==> src/ssc_defs.svh <==
/*
 * Offsets, field positions, reset values and counts of the serial sequence
 * control block. Assumes inclusion by bare name from the control module; the package does not include it.
 */
`ifndef SSC_DEFS_SVH
`define SSC_DEFS_SVH

// ----------------------------------------------------------------------
// Register offsets on the parallel bus
// ----------------------------------------------------------------------
`define SSC_OFS_CONTROL     8'he0
`define SSC_OFS_STATUS      8'he1

// ----------------------------------------------------------------------
// Channel control fields
// ----------------------------------------------------------------------
`define SSC_CTL_HALT_FRAME  7
`define SSC_CTL_GO          6
`define SSC_CTL_HALT_NOW    5
`define SSC_CTL_EDGE_SEL    4
`define SSC_CTL_TRIG_EN     3
`define SSC_CTL_BYTE_CLR    2
`define SSC_CTL_TBL_CLR     1

// ----------------------------------------------------------------------
// Status fields
// ----------------------------------------------------------------------
`define SSC_STS_SEQ_DONE    7
`define SSC_STS_LOOP_DONE   6

// ----------------------------------------------------------------------
// Reset values and counts
// ----------------------------------------------------------------------
`define SSC_RST_BYTE        8'h00
`define SSC_LOOP_SINGLE     8'h01
`define SSC_FIFO_DEPTH      16
`define SSC_DATA_W          8

`endif

==> src/ssc_pkg.sv <==
/*
 * Types of the serial sequence control block.
 * Needs nothing from ssc_defs.svh; only ssc_ctrl includes it.
 */
package ssc_pkg;

	// ------------------------------------------------------------------
	// Channel states, Gray coded along idle, active, loop idle, halting
	// ------------------------------------------------------------------
	typedef enum logic [1:0] {
		SSC_IDLE      = 2'b00,
		SSC_ACTIVE    = 2'b01,
		SSC_LOOP_IDLE = 2'b11,
		SSC_HALTING   = 2'b10
	} ssc_state_e;

	typedef logic [7:0] ssc_byte_t;

endpackage : ssc_pkg

==> src/ssc_ctrl.sv <==
/*
 * Sequence control for one serial bus channel: control and status registers
 * on a parallel host bus, start/stop/loop sequencing, trigger input, and a
 * data FIFO towards the bit-level engine.
 * Assumes host bus and engine run on i_clk; only i_trigger is asynchronous.
 */
// Function
// - Trigger enable frozen while channel is active
// - Trigger mode: go arms, each tick starts
// - Trigger input ignored when trigger disabled
// - Byte-count pointer clear, reads as zero
// - Table pointers clear, data pointer reloaded
// - Trigger coincident with go is ignored
// - Halt writes ignored while go is clear
// - Halt now beats halt after frame
// - Idle single mode: go starts sequence
// - Go writes ignored during single sequence
// - Single halt: stop after byte, done
// - Interval idle/trigger active halt: immediate inactive
// - Halt after frame: stop at frame end
// - Halt now: stop after byte, both flags
// - Edge select picks falling or rising
// - Stop seen on bus clears halt now
// - Go cleared when sequence or loop ends
// - Loop idle spans stop to next start
`timescale 1ns/100ps
`include "ssc_defs.svh"
module ssc_ctrl #(
	parameter int FIFO_DEPTH = `SSC_FIFO_DEPTH
) (
	input  wire logic                i_clk,
	input  wire logic                i_rst_b,
	input  wire logic [7:0]          i_addr,
	input  wire ssc_pkg::ssc_byte_t  i_wdata,
	input  wire logic                i_wr,
	input  wire logic                i_rd,
	output ssc_pkg::ssc_byte_t       o_rdata,
	input  wire logic [7:0]          i_loop_repeat_count,
	input  wire logic                i_trigger,
	input  wire logic                i_interval_tick,
	input  wire logic                i_frame_done,
	input  wire logic                i_stop_seen,
	output logic                     o_start_req,
	output logic                     o_halt_now,
	output logic                     o_halt_after_frame,
	output logic                     o_abort,
	output logic                     o_bytes_update,
	output logic                     o_byte_ptr_clr,
	output logic                     o_tbl_ptr_clr,
	output logic                     o_data_ptr_load,
	output logic                     o_active,
	input  wire ssc_pkg::ssc_byte_t  i_in_data,
	input  wire logic                i_in_valid,
	output logic                     o_in_ready,
	output ssc_pkg::ssc_byte_t       o_out_data,
	output logic                     o_out_valid,
	input  wire logic                i_out_ready
);
	import ssc_pkg::*;

	// ------------------------------------------------------------------
	// Declarations
	// ------------------------------------------------------------------
	ssc_state_e state_reg;
	logic       go_reg;
	logic       halt_now_reg;
	logic       halt_frame_reg;
	logic       edge_sel_reg;
	logic       trig_en_reg;
	logic       seq_done_reg;
	logic       loop_done_reg;
	logic [7:0] frames_reg;
	logic       trig_s1_reg;
	logic       trig_s2_reg;
	logic       trig_s3_reg;
	logic       armed_reg;
	logic       ctl_wr;
	logic       sts_rd;
	logic       halt_ok;
	logic       req_now;
	logic       req_frame;
	logic       single_mode;
	logic       trig_tick;
	logic       fin_seq;
	logic       fin_loop;
	logic       fin_cut;
	logic       fifo_valid;
	ssc_byte_t  fifo_data;

	// Register decode, shared by read and write paths
	function automatic logic hit(input logic [7:0] a, input logic [7:0] ofs);
		return a == ofs;
	endfunction

	assign ctl_wr      = i_wr & hit(i_addr, `SSC_OFS_CONTROL);
	assign sts_rd      = i_rd & hit(i_addr, `SSC_OFS_STATUS);
	assign single_mode = !trig_en_reg && (i_loop_repeat_count == `SSC_LOOP_SINGLE);

	// Halt requests only count while a sequence is running
	assign halt_ok   = ctl_wr & go_reg;
	assign req_now   = halt_ok & i_wdata[`SSC_CTL_HALT_NOW];
	assign req_frame = halt_ok & i_wdata[`SSC_CTL_HALT_FRAME] & !req_now;

	// ------------------------------------------------------------------
	// Trigger input: two-stage synchroniser, then edge detect
	// ------------------------------------------------------------------
	always_ff @(posedge i_clk or negedge i_rst_b) begin
		if (!i_rst_b) begin
			trig_s1_reg <= 1'b0;
			trig_s2_reg <= 1'b0;
			trig_s3_reg <= 1'b0;
		end else begin
			trig_s1_reg <= i_trigger;
			trig_s2_reg <= trig_s1_reg;
			trig_s3_reg <= trig_s2_reg;
		end
	end

	// One tick per qualifying edge; disabled trigger never ticks
	assign trig_tick = trig_en_reg & armed_reg &
		(edge_sel_reg ? (trig_s3_reg & !trig_s2_reg)
		              : (!trig_s3_reg & trig_s2_reg));

	// Arming lags go by one cycle, so a tick in the go cycle is lost
	always_ff @(posedge i_clk or negedge i_rst_b) begin
		if (!i_rst_b) begin
			armed_reg <= 1'b0;
		end else begin
			armed_reg <= go_reg & (state_reg != SSC_IDLE);
		end
	end

	// ------------------------------------------------------------------
	// Completion events from the engine and from halts
	// ------------------------------------------------------------------
	// Natural end of a sequence, STOP already issued by the engine
	assign fin_seq = (state_reg == SSC_ACTIVE) & i_frame_done;
	// Loop ends after the counted frames, or on a pending frame halt
	assign fin_loop = fin_seq & (single_mode ? 1'b0 :
		(halt_frame_reg |
		 (!trig_en_reg && i_loop_repeat_count != 8'h00 &&
		  frames_reg + 8'h01 == i_loop_repeat_count)));
	// A halt-now cut reaches its STOP
	assign fin_cut = halt_now_reg & i_stop_seen &
		((state_reg == SSC_ACTIVE) | (state_reg == SSC_HALTING));

	// ------------------------------------------------------------------
	// Channel state and go flag
	// ------------------------------------------------------------------
	always_ff @(posedge i_clk or negedge i_rst_b) begin
		if (!i_rst_b) begin
			state_reg  <= SSC_IDLE;
			go_reg     <= 1'b0;
			frames_reg <= `SSC_RST_BYTE;
		end else begin
			unique case (state_reg)
				SSC_IDLE: begin
					// Go taken only here; a zero write does nothing
					if (ctl_wr && i_wdata[`SSC_CTL_GO]) begin
						go_reg     <= 1'b1;
						frames_reg <= `SSC_RST_BYTE;
						// Trigger mode waits for a tick instead of starting
						state_reg  <= i_wdata[`SSC_CTL_TRIG_EN] ? SSC_LOOP_IDLE
						                                       : SSC_ACTIVE;
					end
				end
				SSC_ACTIVE: begin
					// Go writes fall through untouched here
					// Trigger loop halts leave at once, ahead of a frame end
					if (trig_en_reg &&
					    (req_now || (halt_ok && i_wdata[`SSC_CTL_HALT_FRAME]))) begin
						state_reg <= SSC_IDLE;
						go_reg    <= 1'b0;
					end else if (fin_cut) begin
						state_reg <= SSC_IDLE;
						go_reg    <= 1'b0;
					end else if (fin_seq && single_mode) begin
						state_reg <= SSC_IDLE;
						go_reg    <= 1'b0;
					end else if (fin_loop) begin
						state_reg <= SSC_IDLE;
						go_reg    <= 1'b0;
					end else if (fin_seq) begin
						state_reg  <= SSC_LOOP_IDLE;
						frames_reg <= frames_reg + 8'h01;
					end
				end
				SSC_LOOP_IDLE: begin
					if (!trig_en_reg && (req_now || req_frame)) begin
						state_reg <= SSC_IDLE;
						go_reg    <= 1'b0;
					end else if (trig_en_reg && (req_now || req_frame)) begin
						state_reg <= SSC_HALTING;
					end else if (trig_tick || (!trig_en_reg && i_interval_tick)) begin
						state_reg <= SSC_ACTIVE;
					end
				end
				SSC_HALTING: begin
					// Wait for the engine to put STOP on the bus
					if (i_stop_seen) begin
						state_reg <= SSC_IDLE;
						go_reg    <= 1'b0;
					end
				end
			endcase
		end
	end

	// ------------------------------------------------------------------
	// Halt flags; STOP seen on the bus clears halt now
	// ------------------------------------------------------------------
	always_ff @(posedge i_clk or negedge i_rst_b) begin
		if (!i_rst_b) begin
			halt_now_reg   <= 1'b0;
			halt_frame_reg <= 1'b0;
		end else begin
			if (req_now) begin
				halt_now_reg <= 1'b1;
			end else if (i_stop_seen) begin
				halt_now_reg <= 1'b0;
			end
			if (req_frame) begin
				halt_frame_reg <= 1'b1;
			end else if (state_reg == SSC_IDLE) begin
				halt_frame_reg <= 1'b0;
			end
		end
	end

	// ------------------------------------------------------------------
	// Trigger configuration, frozen outside idle
	// ------------------------------------------------------------------
	always_ff @(posedge i_clk or negedge i_rst_b) begin
		if (!i_rst_b) begin
			trig_en_reg  <= 1'b0;
			edge_sel_reg <= 1'b0;
		end else if (ctl_wr && state_reg == SSC_IDLE) begin
			trig_en_reg  <= i_wdata[`SSC_CTL_TRIG_EN];
			edge_sel_reg <= i_wdata[`SSC_CTL_EDGE_SEL];
		end
	end

	// ------------------------------------------------------------------
	// Completion flags; a new event beats the clearing read
	// ------------------------------------------------------------------
	always_ff @(posedge i_clk or negedge i_rst_b) begin
		if (!i_rst_b) begin
			seq_done_reg  <= 1'b0;
			loop_done_reg <= 1'b0;
		end else begin
			if (fin_seq || fin_cut) begin
				seq_done_reg <= 1'b1;
			end else if (o_abort_next()) begin
				seq_done_reg <= 1'b1;
			end else if (sts_rd) begin
				seq_done_reg <= 1'b0;
			end
			if (fin_loop || o_abort_next() || (fin_cut && !single_mode)) begin
				loop_done_reg <= 1'b1;
			end else if (sts_rd) begin
				loop_done_reg <= 1'b0;
			end
		end
	end

	// Immediate inactive cases, and the end of a trigger-idle halt
	function automatic logic o_abort_next();
		return ((state_reg == SSC_LOOP_IDLE) && !trig_en_reg && (req_now || req_frame)) ||
		       ((state_reg == SSC_ACTIVE) && trig_en_reg &&
		        (req_now || (halt_ok && i_wdata[`SSC_CTL_HALT_FRAME]))) ||
		       ((state_reg == SSC_HALTING) && i_stop_seen);
	endfunction

	// ------------------------------------------------------------------
	// Engine strobes, all registered
	// ------------------------------------------------------------------
	always_ff @(posedge i_clk or negedge i_rst_b) begin
		if (!i_rst_b) begin
			o_start_req     <= 1'b0;
			o_abort         <= 1'b0;
			o_bytes_update  <= 1'b0;
			o_byte_ptr_clr  <= 1'b0;
			o_tbl_ptr_clr   <= 1'b0;
			o_data_ptr_load <= 1'b0;
		end else begin
			o_start_req <= (state_reg == SSC_IDLE && ctl_wr && i_wdata[`SSC_CTL_GO] &&
			                !i_wdata[`SSC_CTL_TRIG_EN]) ||
			               (state_reg == SSC_LOOP_IDLE && !req_now && !req_frame &&
			                (trig_tick || (!trig_en_reg && i_interval_tick)));
			o_abort         <= o_abort_next() && state_reg != SSC_HALTING;
			o_bytes_update  <= fin_cut;
			o_byte_ptr_clr  <= ctl_wr & i_wdata[`SSC_CTL_BYTE_CLR];
			o_tbl_ptr_clr   <= ctl_wr & i_wdata[`SSC_CTL_TBL_CLR];
			o_data_ptr_load <= ctl_wr & i_wdata[`SSC_CTL_TBL_CLR];
		end
	end

	// Mirror halt requests and activity to the engine
	always_ff @(posedge i_clk or negedge i_rst_b) begin
		if (!i_rst_b) begin
			o_halt_now         <= 1'b0;
			o_halt_after_frame <= 1'b0;
			o_active           <= 1'b0;
		end else begin
			o_halt_now         <= req_now | (halt_now_reg & !i_stop_seen);
			o_halt_after_frame <= req_frame | (halt_frame_reg & state_reg != SSC_IDLE);
			o_active           <= state_reg == SSC_ACTIVE;
		end
	end

	// ------------------------------------------------------------------
	// Read path; clear strobes and the reserved bit read as zero
	// ------------------------------------------------------------------
	always_ff @(posedge i_clk or negedge i_rst_b) begin
		if (!i_rst_b) begin
			o_rdata <= `SSC_RST_BYTE;
		end else if (i_rd) begin
			o_rdata <= `SSC_RST_BYTE;
			if (hit(i_addr, `SSC_OFS_CONTROL)) begin
				o_rdata[`SSC_CTL_HALT_FRAME] <= halt_frame_reg;
				o_rdata[`SSC_CTL_GO]         <= go_reg;
				o_rdata[`SSC_CTL_HALT_NOW]   <= halt_now_reg;
				o_rdata[`SSC_CTL_EDGE_SEL]   <= edge_sel_reg;
				o_rdata[`SSC_CTL_TRIG_EN]    <= trig_en_reg;
			end else if (hit(i_addr, `SSC_OFS_STATUS)) begin
				o_rdata[`SSC_STS_SEQ_DONE]  <= seq_done_reg;
				o_rdata[`SSC_STS_LOOP_DONE] <= loop_done_reg;
			end
		end
	end

	// ------------------------------------------------------------------
	// Sequence data FIFO; head word registered towards the engine
	// ------------------------------------------------------------------
	ssc_fifo #(
		.WIDTH (`SSC_DATA_W),
		.DEPTH (FIFO_DEPTH)
	) u_fifo (
		.i_clk       (i_clk),
		.i_rst_b     (i_rst_b),
		.i_in_data   (i_in_data),
		.i_in_valid  (i_in_valid),
		.o_in_ready  (o_in_ready),
		.o_out_data  (fifo_data),
		.o_out_valid (fifo_valid),
		.i_out_ready (i_out_ready & o_out_valid)
	);

	// Output word is a flop copy of the head; popped only when shown
	always_ff @(posedge i_clk or negedge i_rst_b) begin
		if (!i_rst_b) begin
			o_out_data  <= `SSC_RST_BYTE;
			o_out_valid <= 1'b0;
		end else begin
			o_out_data  <= fifo_data;
			o_out_valid <= fifo_valid && !(i_out_ready && o_out_valid);
		end
	end

endmodule // ssc_ctrl

==> src/ssc_fifo.sv <==
/*
 * Synchronous FIFO with valid/ready on both sides and registered flags.
 * Assumes both sides run on i_clk.
 */
`timescale 1ns/100ps
module ssc_fifo #(
	parameter int WIDTH = 8,
	parameter int DEPTH = 16
) (
	input  wire logic             i_clk,
	input  wire logic             i_rst_b,
	input  wire logic [WIDTH-1:0] i_in_data,
	input  wire logic             i_in_valid,
	output logic                  o_in_ready,
	output logic [WIDTH-1:0]      o_out_data,
	output logic                  o_out_valid,
	input  wire logic             i_out_ready
);
	localparam int AW = $clog2(DEPTH);

	logic [WIDTH-1:0] mem [DEPTH];
	logic [AW-1:0]    wr_ptr_reg;
	logic [AW-1:0]    rd_ptr_reg;
	logic [AW:0]      count_reg;
	logic             push;
	logic             pop;

	// Flags are registered so neither side sees a combinational path
	assign push = i_in_valid & o_in_ready;
	assign pop  = o_out_valid & i_out_ready;

	// ------------------------------------------------------------------
	// Storage and pointers
	// ------------------------------------------------------------------
	always_ff @(posedge i_clk) begin
		if (push) begin
			mem[wr_ptr_reg] <= i_in_data;
		end
	end

	always_ff @(posedge i_clk or negedge i_rst_b) begin
		if (!i_rst_b) begin
			wr_ptr_reg  <= '0;
			rd_ptr_reg  <= '0;
			count_reg   <= '0;
			o_in_ready  <= 1'b0;
			o_out_valid <= 1'b0;
		end else begin
			if (push) begin
				wr_ptr_reg <= (wr_ptr_reg == AW'(DEPTH - 1)) ? '0 : wr_ptr_reg + 1'b1;
			end
			if (pop) begin
				rd_ptr_reg <= (rd_ptr_reg == AW'(DEPTH - 1)) ? '0 : rd_ptr_reg + 1'b1;
			end
			count_reg   <= count_reg + (AW+1)'(push) - (AW+1)'(pop);
			o_in_ready  <= (count_reg + (AW+1)'(push) - (AW+1)'(pop)) != (AW+1)'(DEPTH);
			o_out_valid <= (count_reg + (AW+1)'(push) - (AW+1)'(pop)) != '0;
		end
	end

	// Head word; stable while valid holds and no pop
	assign o_out_data = mem[rd_ptr_reg];

endmodule // ssc_fifo

==> config.mk <==
export PLATFORM = sky130hd
export DESIGN_NAME = ssc_ctrl
export DESIGN_NICKNAME = d
export VERILOG_FILES = /design/src/ssc_pkg.sv /design/src/ssc_ctrl.sv /design/src/ssc_fifo.sv
export VERILOG_INCLUDE_DIRS = /design/src /design/src/src
export SDC_FILE = /design/constraint.sdc
export NUM_CORES = 1
export LEC_CHECK = 0
export ABC_AREA = 1
export BUFFER_PORTS_ARGS = -buffer_cell sky130_fd_sc_hd__buf_2
export CAP_MARGIN = 30
export CORE_UTILIZATION = 39
export CTS_CLUSTER_DIAMETER = 60
export DETAILED_ROUTE_END_ITERATION = 8
export GPL_TIMING_DRIVEN = 0
export SLEW_MARGIN = 20
export SYNTH_ARGS = -nofsm -noshare
export SYNTH_HDL_FRONTEND = slang
export SYNTH_HIERARCHICAL = 1
export SYNTH_SLANG_ARGS = --single-unit
==> constraint.sdc <==
create_clock -name i_clk -period 3.1 [get_ports i_clk]
set_clock_uncertainty 0.15 [all_clocks]
set_input_delay 0.155 -clock i_clk [delete_from_list [all_inputs] [get_ports i_clk]]
set_output_delay 0.155 -clock i_clk [all_outputs]
set_load 0.01 [all_outputs]
==> impl_metrics.yaml <==
cts:
  clkSinkCount: 186
  cts_tree: "done"
  cts_buffers: 17
  path_clk_slew_ns: 0.07
  ctsResizeCount: 0
  insertion_delay_ns: 0.43
  cts_buffer_depth: 2
  htree_num_levels: 4
  post-cts-setup-buffers: 0
  clk_root_buffer_cell: "clkbuf_16"
route:
  vias: 6465
  drtPass1Iterations: 5
  wl_um: 21300
  vias_per_cell: 4.86
  drc_errors: 0
  dr.first_iter.drc_count: 487
  wire_per_inst_um: 16.0
  detail-route-antenna-nets: 0
critical_path:
  required_ns: 3.25
  start_kind: "flop"
  end_kind: "flop"
  criticalPathCategory: "reg -> reg"
  crit_arrival_ns: 2.70
  cp_max_fo: 6
yosys:
  synthArstFlopShare: 0.312
  synthesis.area_um2: 8750
  synth.top_cell.area_share: 0.439
  ys.flop_type: "edfxtp_1"
  ys_warn_count: 6
  synth.largest_area_cell: "edfxtp_1"
  postSynthAreaPerCell_um2: 9.47
  yosysSeqAreaShare: 0.605
  synth_seq_cells: 186
  yosysMostFrequentCell: "nand2_1"
  netlist_top_cells_area: "edfxtp_1, dfrtp_1, nand2_1, nand3_1, inv_1"
  synthDistinctLibCells: 41
  yosys-top-cells-count: "nand2_1, inv_1, nand3_1, edfxtp_1, dfrtp_1"
  postSynthCellCount: 924
  synth_edf_count: 128
power_and_ir_drop:
  total_leakage_power_nw: 4.82
  power.density_nw_per_um2: 854
  peakVddDrop_mv: 0.427
finish:
  antennaDiodeCount: 0
  nFillCells: 2090
  area_growth_pct: 18.8
  largest_register_ffs: 128
  layout-drive-gt1-share: 0.142
  final_util: 0.475
  layout.nets: 1096
global_routing:
  grt_overflow_total: 0
  grt_pass1_vias: 5913
  grt_pass1_wl_um: 33300
  grt_usage: 0.200
  grt_max_degree: 40
  antenna_found_initial: 0
outcome:
  status: "finished clean"
timing:
  period_minus_slack_ns: 2.55
  min_period_over_period: 0.823
  layout_setup_ws_ns: 0.548
  fin_setup_tns_ns: 0
  setup_viol: 0
  drv_slew: 0
  rsz0062_at_grt: "false"
  tightest_slew_ns: 0.934
  relSlewSlack: 0.375
  max_clock_freq_mhz: 392
  hold_violations: 0
die:
  row_count: 54
  core_area_um2: 21900
  fp.dieH_um: 152
  io_pins: 69
  dieArea_um2: 23000
  die_w_um: 152
  initial_core_util: 0.400
placed_design:
  post-place-ws_ns: 0.553
  gp_congestion: 0.813
  hpwl_um: 14300
  io_buffers: 63
flow_run:
  drv_cap: 0
hold_path:
  min_path_type: "in -> reg"
## timing repair
item	4_1_cts	5_1_grt
setup endpoints to repair	0	0
hold endpoints to repair	138	0
hold buffers	27	0
## layer usage
layer | wire (µm) | vias up | GRT usage
li1 | - | 3185 | -
met1 | 9200 | 3024 | 0.272
met2 | 10100 | 226 | 0.319
met3 | 1520 | 30 | 0.0425
met4 | 438 | 0 | 0.0629
met5 | 0 | - | 0
## where the power goes
group	internal, mW	switching [mW]
clock	1.39	0.973
sequential	3.07	0.156
combinational	1.07	2.21
## layout by cell type (no fill, tap or decap), drive strengths merged, types with 4 or more instances in the layout
cell / instances
a21oi: 13
buf: 95
bufinv: 4
clkbuf: 22
dfrtp: 58
dlygate4sd3: 27
edfxtp: 128
ha: 15
inv: 161
nand2: 277
nand3: 133
nand4: 7
nor2: 52
nor3: 9
o21ai: 18
xor2: 5
## worst max-delay path, cell delays in order (launching register included)
cell and delay, ns:
dfrtp_1 0.37, nand2_1 0.06, inv_1 0.04, nand2_1 0.10, inv_1 0.12, ha_1 0.29
inv_1 0.04, ha_1 0.21, fa_1 0.45, xor2_1 0.19, nor3_1 0.28, nand3_1 0.12
## area by class of cell
| type | instances | area, µm² | share of cell area |
|---|---|---|---|
| Tap cell | 280 | 350 | 0.0337 |
| Multi-Input combinational cell | 552 | 2640 | 0.254 |
| Sequential cell | 186 | 5300 | 0.510 |
| Clock inverter | 14 | 209 | 0.0201 |
| Buffer | 33 | 246 | 0.0237 |
| Timing Repair Buffer | 93 | 627 | 0.0603 |
| Inverter | 155 | 582 | 0.0560 |
| Clock buffer | 18 | 439 | 0.0423 |
## worst paths after layout
| path | from | to | slack [ns] | cells past startpoint |
|---|---|---|---|---|
| max | o_out_valid$_DFF_PN0_ | u_fifo/o_in_ready$_DFF_PN0_ | 0.55 | 11 |
| min | i_in_data[2] | u_fifo/mem[14][2]$_DFFE_PP_ | 0.008 | 1 |
| max reg2reg | o_out_valid$_DFF_PN0_ | u_fifo/o_in_ready$_DFF_PN0_ | 0.55 | 11 |
| min reg2reg | trig_s1_reg$_DFF_PN0_ | trig_s2_reg$_DFF_PN0_ | 0.20 | 0 |
| max in group asynchronous | i_rst_b | o_bytes_update$_DFF_PN0_ | 1.20 | 4 |
| min in group asynchronous | i_rst_b | frames_reg[4]$_DFFE_PN0P_ | 0.50 | 3 |
## logic make-up after synthesis
family                     share of synthesized area
buffers and inverters                         0.0947
xor gates and xnor gates                     0.00701
DFF                                            0.605
muxes                                        0.00129
adders and majority gates                     0.0237
AOI/OAI and AO/OA                             0.0252
and+or+nand+nor                                0.242
other                                       0.000429
## per-stage QoR
step | instances | area (µm²) | hold WS [ns] | power [mW]
final | 1331 | 10400 | 0.00849 | 8.87
after floorplan | 926 | 8750 | -0.291 | 5.44
after CTS | 1329 | 10400 | 0.00163 | 8.90
after global routing | 1331 | 10400 | 0.00393 | 9.46
after detailed placement | 1270 | 9450 | -0.0729 | 6.49
after global placement | 1269 | 9420 | 0.129 | 6.44
Power figures use the tool's default switching activity.
